[src/inc/odc_regs.svh]
/*
 * Timing figures and reset values for the octal decoder matrix driver.
 * Assumes a 100 MHz system clock; every count is derived from ns figures.
 */
`ifndef ODC_REGS_SVH
`define ODC_REGS_SVH

// ==========================================================================
// Clock and timing
// ==========================================================================
`define ODC_CLK_PERIOD_PS 10000
// Select lines settle through the matrix gates before the strobe rises.
`define ODC_SETTLE_NS 30
// Least width of the strobe pulse on the shared enable line.
`define ODC_STROBE_NS 50
// Quiet time after the strobe falls before the selects may change.
`define ODC_HOLD_NS 30
// Least times round up to whole cycles; a figure of zero ns gives zero cycles.
`define ODC_CYC(ns) ((((ns) * 1000) + `ODC_CLK_PERIOD_PS - 1) / \
  `ODC_CLK_PERIOD_PS)
`define ODC_SETTLE_CYC `ODC_CYC(`ODC_SETTLE_NS)
`define ODC_STROBE_CYC `ODC_CYC(`ODC_STROBE_NS)
`define ODC_HOLD_CYC `ODC_CYC(`ODC_HOLD_NS)

// ==========================================================================
// Reset values of the pin drivers
// ==========================================================================
`define ODC_RST_SEL_TRUE 3'h0
`define ODC_RST_SEL_COMP 3'h7
`define ODC_RST_B3_TRUE 1'h0
`define ODC_RST_B3_COMP 1'h1
`define ODC_RST_GRP_EN 8'h00
`define ODC_RST_STROBE 1'h0
`define ODC_RST_SPARE_EN 1'h1

`endif

[src/inc/odc_pkg.sv]
/*
 * Types shared by the octal decoder matrix driver.
 * Assumes nothing beyond a SystemVerilog compiler.
 */
package odc_pkg;

  // ========================================================================
  // Sequencer states
  // ========================================================================
  typedef enum logic [3:0] {
    ST_IDLE = 4'b0001,
    ST_SETUP = 4'b0010,
    ST_STROBE = 4'b0100,
    ST_HOLD = 4'b1000
  } odc_state_t;

endpackage : odc_pkg

[src/odc_driver.sv]
/*
 * Controller that drives one to eight octal decoder matrices through their
 * true/complement select lines and three enable lines per matrix, two of them shared.
 * Assumes the decoders are wired as a cascaded matrix: the selects and the
 * strobe line are common, the group enable line is one per decoder.
 */
`timescale 1ns/10ps
`include "odc_regs.svh"

module odc_driver
  import odc_pkg::*;
#(
  parameter int N_DEC = 8,
  parameter int CNT_W = 8,
  parameter logic [CNT_W-1:0] SETTLE_CYC = CNT_W'(`ODC_SETTLE_CYC),
  parameter logic [CNT_W-1:0] STROBE_CYC = CNT_W'(`ODC_STROBE_CYC),
  parameter logic [CNT_W-1:0] HOLD_CYC = CNT_W'(`ODC_HOLD_CYC)
) (
  input wire logic i_sys_clk,
  input wire logic i_nrst,
  input wire logic i_req,
  input wire logic i_bcd,
  input wire logic [5:0] i_code,
  output logic o_busy,
  output logic [2:0] o_sel_true,
  output logic [2:0] o_sel_comp,
  output logic o_b3_true,
  output logic o_b3_comp,
  output logic [N_DEC-1:0] o_grp_en,
  output logic o_strobe,
  output logic o_spare_en
);

  odc_state_t state_reg;
  logic timer_load;
  logic [CNT_W-1:0] timer_count;
  logic timer_done;
  logic busy_reg;
  logic [2:0] sel_true_reg;
  logic [2:0] sel_comp_reg;
  logic b3_true_reg;
  logic b3_comp_reg;
  logic [N_DEC-1:0] grp_en_reg;
  logic strobe_reg;
  logic spare_en_reg;
  logic [N_DEC-1:0] grp_en_next;

  // ==========================================================================
  // Group enable decode
  // ==========================================================================
  // In binary mode the upper bits pick exactly one decoder; the others see a
  // ZERO on their group enable and stay inhibited. In decimal mode only
  // decoder 0 carries digits 0 to 7, so it is inhibited when bit 3 is set
  // and the two extra gates answer instead.
  always_comb
  begin
    grp_en_next = '0;
    for (int g = 0; g < N_DEC; g++)
    begin
      if (i_bcd)
      begin
        grp_en_next[g] = (g == 0) && !i_code[3];
      end
      else
      begin
        grp_en_next[g] = (i_code[5:3] == 3'(g));
      end
    end
  end

  // ==========================================================================
  // Sequencer
  // ==========================================================================
  always_ff @(posedge i_sys_clk)
  begin
    if (!i_nrst)
    begin
      state_reg <= ST_IDLE;
    end
    else
    begin
      unique case (state_reg)
        ST_IDLE:
        begin
          if (i_req)
          begin
            state_reg <= ST_SETUP;
          end
        end
        ST_SETUP:
        begin
          if (timer_done)
          begin
            state_reg <= ST_STROBE;
          end
        end
        ST_STROBE:
        begin
          if (timer_done)
          begin
            state_reg <= ST_HOLD;
          end
        end
        ST_HOLD:
        begin
          if (timer_done)
          begin
            state_reg <= ST_IDLE;
          end
        end
      endcase
    end
  end

  always_comb
  begin
    timer_load = 1'b0;
    timer_count = SETTLE_CYC;
    unique case (state_reg)
      ST_IDLE:
      begin
        timer_load = i_req;
        timer_count = SETTLE_CYC;
      end
      ST_SETUP:
      begin
        timer_load = timer_done;
        timer_count = STROBE_CYC;
      end
      ST_STROBE:
      begin
        timer_load = timer_done;
        timer_count = HOLD_CYC;
      end
      ST_HOLD:
      begin
        timer_load = 1'b0;
        timer_count = SETTLE_CYC;
      end
    endcase
  end

  odc_timer #(
    .CNT_W(CNT_W)
  ) u_timer (
    .i_sys_clk(i_sys_clk),
    .i_nrst(i_nrst),
    .i_load(timer_load),
    .i_count(timer_count),
    .o_done(timer_done)
  );

  // ==========================================================================
  // Busy flag
  // ==========================================================================
  always_ff @(posedge i_sys_clk)
  begin
    if (!i_nrst)
    begin
      busy_reg <= 1'b0;
    end
    else if (state_reg == ST_IDLE)
    begin
      busy_reg <= i_req;
    end
    else if (state_reg == ST_HOLD && timer_done)
    begin
      busy_reg <= 1'b0;
    end
  end

  // ==========================================================================
  // Select and group lines
  // ==========================================================================
  // These change only on request acceptance, while the strobe is low, so the
  // intermediate codes a switching register passes through never show up
  // as spikes on the decoder outputs.
  always_ff @(posedge i_sys_clk)
  begin
    if (!i_nrst)
    begin
      sel_true_reg <= `ODC_RST_SEL_TRUE;
      sel_comp_reg <= `ODC_RST_SEL_COMP;
      b3_true_reg <= `ODC_RST_B3_TRUE;
      b3_comp_reg <= `ODC_RST_B3_COMP;
      grp_en_reg <= N_DEC'(`ODC_RST_GRP_EN);
    end
    else if (state_reg == ST_IDLE && i_req)
    begin
      sel_true_reg <= i_code[2:0];
      sel_comp_reg <= ~i_code[2:0];
      // Only the most significant bit goes to the extra digit gates; the
      // least significant one is shared with the matrix select.
      b3_true_reg <= i_code[3];
      b3_comp_reg <= ~i_code[3];
      grp_en_reg <= grp_en_next;
    end
  end

  // ==========================================================================
  // Strobe and spare enable
  // ==========================================================================
  // The strobe rises only after the selects have settled and falls before
  // they may move again.
  always_ff @(posedge i_sys_clk)
  begin
    if (!i_nrst)
    begin
      strobe_reg <= `ODC_RST_STROBE;
    end
    else if (state_reg == ST_SETUP && timer_done)
    begin
      strobe_reg <= 1'b1;
    end
    else if (state_reg == ST_STROBE && timer_done)
    begin
      strobe_reg <= 1'b0;
    end
  end

  // The third shared enable is held at ONE; it is free for another strobe.
  always_ff @(posedge i_sys_clk)
  begin
    if (!i_nrst)
    begin
      spare_en_reg <= `ODC_RST_SPARE_EN;
    end
    else
    begin
      spare_en_reg <= 1'b1;
    end
  end

  assign o_busy = busy_reg;
  assign o_sel_true = sel_true_reg;
  assign o_sel_comp = sel_comp_reg;
  assign o_b3_true = b3_true_reg;
  assign o_b3_comp = b3_comp_reg;
  assign o_grp_en = grp_en_reg;
  assign o_strobe = strobe_reg;
  assign o_spare_en = spare_en_reg;

endmodule : odc_driver

[src/odc_timer.sv]
/*
 * Down counter that times the phases of one decoder access.
 * Assumes the load pulse and count come from the sequencer in odc_driver.
 */
`timescale 1ns/10ps

module odc_timer #(
  parameter int CNT_W = 8
) (
  input wire logic i_sys_clk,
  input wire logic i_nrst,
  input wire logic i_load,
  input wire logic [CNT_W-1:0] i_count,
  output logic o_done
);

  logic [CNT_W-1:0] cnt_reg;

  // ========================================================================
  // Counter
  // ========================================================================
  always_ff @(posedge i_sys_clk)
  begin
    if (!i_nrst)
    begin
      cnt_reg <= '0;
    end
    else if (i_load)
    begin
      cnt_reg <= i_count;
    end
    else if (cnt_reg != '0)
    begin
      cnt_reg <= cnt_reg - 1'b1;
    end
  end

  assign o_done = (cnt_reg == '0);

endmodule : odc_timer
[config.mk]
export PLATFORM = sky130hd
export DESIGN_NAME = odc_driver
export DESIGN_NICKNAME = d
export VERILOG_FILES = /design/src/inc/odc_pkg.sv /design/src/odc_driver.sv /design/src/odc_timer.sv
export VERILOG_INCLUDE_DIRS = /design/src /design/src/inc
export SDC_FILE = /design/constraint.sdc
export NUM_CORES = 1
export LEC_CHECK = 0
export ABC_AREA = 1
export BUFFER_PORTS_ARGS = -buffer_cell sky130_fd_sc_hd__buf_2
export CORE_MARGIN = 2
export CORE_UTILIZATION = 35
export CTS_CLUSTER_DIAMETER = 80
export CTS_CLUSTER_SIZE = 12
export DETAILED_ROUTE_END_ITERATION = 12
export GPL_ROUTABILITY_DRIVEN = 1
export PLACE_DENSITY = 0.66
export SLEW_MARGIN = 20
export SYNTH_ARGS = -nofsm -noshare
export SYNTH_HDL_FRONTEND = slang
export SYNTH_SLANG_ARGS = --single-unit
export TNS_END_PERCENT = 1
[constraint.sdc]
create_clock -name i_sys_clk -period 1.8 [get_ports i_sys_clk]
set_input_delay 0 -clock i_sys_clk [delete_from_list [all_inputs] [get_ports i_sys_clk]]
set_output_delay 0 -clock i_sys_clk [all_outputs]
set_load 0.1 [all_outputs]
==> impl_metrics.py <==
metrics = {
    "clock_tree": {
        "cts.clk_slew.worst_paths_ns": 0.06,
        "root_buffer": "clkbuf_8",
        "post_cts_buffers": 0,
        "post_cts_resized": 0,
        "clockBufferDepth": 2,
        "cts_hold_buf": 0,
        "cts_buffers": 5,
        "tritoncts": "yes",
        "cts_num_sinks": 30,
        "cts_max_level": 2,
        "insertion_delay_ns": 0.28,
    },
    "place": {
        "gp_congestion": 0.8122,
        "pre_cts_slack_ns": 0.3580,
        "io_buffers": 27,
        "dp_hpwl_mm": 2.005,
    },
    "timing": {
        "final_max_slew_viol_count": 0,
        "hold_violations": 0,
        "skew_ns": 0.002699,
        "min_period_ns": 1.459,
        "max_slew.worst_pin.slew_ns": 0.5037,
        "setup_ws_ns": 0.3413,
        "fin_crit_sh": 0.8104,
        "max_freq_ghz": 0.6855,
        "setup_viol": 0,
        "rsz0062_at_grt": "false",
        "relSlewSlack": 0.6638,
        "tns_ns": 0,
    },
    "global_route": {
        "grt_pass1_wl_mm": 4.816,
        "grt_antenna_before_repair": 0,
        "grt_pass1_vias": 1161,
        "grt_start_max_net_pins": 16,
        "grt_use_total": 0.1442,
        "grt-ovfl-total": 0,
    },
    "detailed_routing": {
        "finalWirelength_mm": 2.796,
        "route.detailed.drc": 0,
        "drt-pass1-iter-count": 4,
        "num_vias": 1196,
        "antenna_left": 0,
        "viasPerCell": 4.672,
        "drt_iter0_drc": 32,
        "post_drt_wl_per_cell_um": 10.92,
    },
    "floorplan": {
        "die_x_um": 67.42,
        "io_pins": 29,
        "die_height_um": 67.42,
        "core_area_um2": 3943,
        "start_util": 0.3570,
        "rows": 23,
        "die-area_um2": 4545,
    },
    "setup_path": {
        "r2r-end": "u_timer.cnt_reg[4]$_SDFFE_PN0P_",
        "critPathLaunchType": "register",
        "cp_max_fo": 10,
        "critPathArrivalTime_ns": 1.63,
        "end_kind": "register",
        "r2r_cells": 9,
        "endpoint": "u_timer.cnt_reg[4]$_SDFFE_PN0P_",
        "cp-startpoint": "u_timer.cnt_reg[0]$_SDFFE_PN0P_",
        "cp.required_ns": 1.97,
        "crit_type": "reg -> reg",
        "rr_startpoint": "u_timer.cnt_reg[0]$_SDFFE_PN0P_",
        "r2r_setup_slack_ns": 0.34,
    },
    "layout": {
        "nFillCells": 394,
        "drive_gt1_frac": 0.2767,
        "layout.nets": 217,
        "area_delta_synth_final_pct": 18.84,
        "diodes": 0,
        "fin_util": 0.4243,
    },
    "synthesis": {
        "synth_ff_type": "dfxtp_1",
        "synth_seq_cells": 30,
        "async_flop_share": 0,
        "avgSynthCellArea_um2": 8.043,
        "synth_cell_types": 33,
        "synth_edf_count": 0,
        "synth_most_common_cell": "dfxtp_1",
        "synth.cell_area_um2": 1408,
        "ys_top_cells_by_count": "30 x dfxtp_1, 29 x nand2_1, 18 x nor2_1",
        "synthCells": 175,
        "synth.yosys.seq_area_share": 0.4267,
        "yosysWarnings": 0,
        "synth_area_leaders": "dfxtp_1 43%, nand2_1 7.7%, nand3_1 5.3%, nor2_1 4.8%, a21oi_1 3.6%",
        "synth_top_area_frac": 0.4267,
        "syn_nets": 187,
        "yosys.area.top_type": "dfxtp_1",
    },
    "status": {
        "status": "finished, final reports clean",
    },
    "hold_path": {
        "hold_path.class": "in -> reg",
    },
    "flow_run": {
        "max-cap-violations": 0,
    },
    "power": {
        "leakage_uw": 0.0007882,
        "swShare": 0.4731,
        "combPwrFrac": 0.496,
        "pwr-share-clk": 0.188,
        "p_per_area_nw_per_um2": 1764,
        "pwr-share-seq": 0.317,
        "p_int_uw": 1555,
        "p_sw_uw": 1396,
        "ir_drop_mv": 0.9455,
    },
}
==> worst min-delay path by stage <==
stage | start | cells after the start | endpoint
6_report | i_code[2] | 4 | o_sel_comp[2]$_SDFFE_PN1P_
3_3_place_gp | i_code[0] | 4 | o_sel_comp[0]$_SDFFE_PN1P_
3_5_place_dp | i_code[1] | 4 | o_sel_comp[1]$_SDFFE_PN1P_
2_1_floorplan | i_code[3] | 2 | o_grp_en[5]$_SDFFE_PN0P_
5_1_grt | i_nrst | 2 | state_reg[0]$_SDFFE_PN1P_
4_1_cts | i_code[2] | 4 | o_sel_comp[2]$_SDFFE_PN1P_
==> power by group through the flow <==
| stage | Clock, uW | Sequential [uW] | Combinational [uW] |
|---|---|---|---|
| floorplan | 0 | 1270 | 925 |
| global placement | 0 | 947 | 1460 |
| detailed placement | 0 | 946 | 1460 |
| CTS | 576 | 933 | 1470 |
| global route | 612 | 952 | 1620 |
| finish | 554 | 934 | 1460 |
==> metal layers <==
layer  vias up  GRT usage  share of wire
met4         0    0.07653          0.021
met2        26     0.2376           0.45
met1       532     0.1670           0.47
li1        632          -              -
met3         6    0.04500          0.054
met5         -          0              0
==> worst max-delay path, cell delays in order, from the launching register on <==
cell	delay (ns)
dfxtp_1	0.32
inv_1	0.13
ha_1	0.18
nand2_2	0.10
nor2_8	0.22
nand2_4	0.09
nand2_2	0.09
inv_2	0.05
nand2_1	0.11
nor2_1	0.06
==> cell type report <==
cell class,instances,area [um^2],share of cell area
sequential,30,600.6,0.3590
clock buffer,7,86.33,0.05161
timing repair buffer,28,142.6,0.08527
clock inverter,1,5.005,0.002992
inverter,17,66.31,0.03964
tap,50,62.56,0.03740
multi-input combinational,123,709.4,0.4241
==> logic make-up (layout without fill, tap and decap cells) <==
group / after synthesis / count (layout) / synth area share
adder cells (fa/ha/maj): 2 / 2 / 0.01777
other: 1 / 1 / 0.002664
buffers and inverters: 22 / 53 / 0.06934
XOR/XNOR: 7 / 7 / 0.04356
AO/OA/AOI/OAI: 24 / 24 / 0.1067
flip-flops: 30 / 30 / 0.4267
AND/OR/NAND/NOR: 89 / 89 / 0.3333
==> through the flow <==
step,std cells,power (uW),area [um^2],hold slack [ns]
4_1_cts,256,2983,1673,0.01654
5_1_grt,256,3184,1673,0.03081
3_3_place_gp,248,2407,1582,0.3080
3_5_place_dp,248,2409,1582,0.3172
2_1_floorplan,175,2199,1408,0.1634
6_report,256,2951,1673,0.01986
==> layout by cell type (no fill, tap or decap), types with 2 or more instances in the layout <==
master | netlist | routed
ha_1 | 2 | 2
buf_2 | 1 | 27
nor2_1 | 18 | 18
nand2_2 | 6 | 6
nor3_1 | 2 | 2
inv_2 | 3 | 3
o21a_1 | 5 | 5
nor2_4 | 2 | 2
xnor2_1 | 2 | 2
o21ai_0 | 5 | 5
a21oi_1 | 10 | 10
clkbuf_8 | 0 | 6
inv_1 | 13 | 13
dfxtp_1 | 30 | 30
nor2_2 | 4 | 4
nand3_1 | 15 | 15
xor2_1 | 5 | 5
nand2_1 | 29 | 29
nand4_1 | 7 | 7
Note: power is estimated with default switching activity, not from simulation.
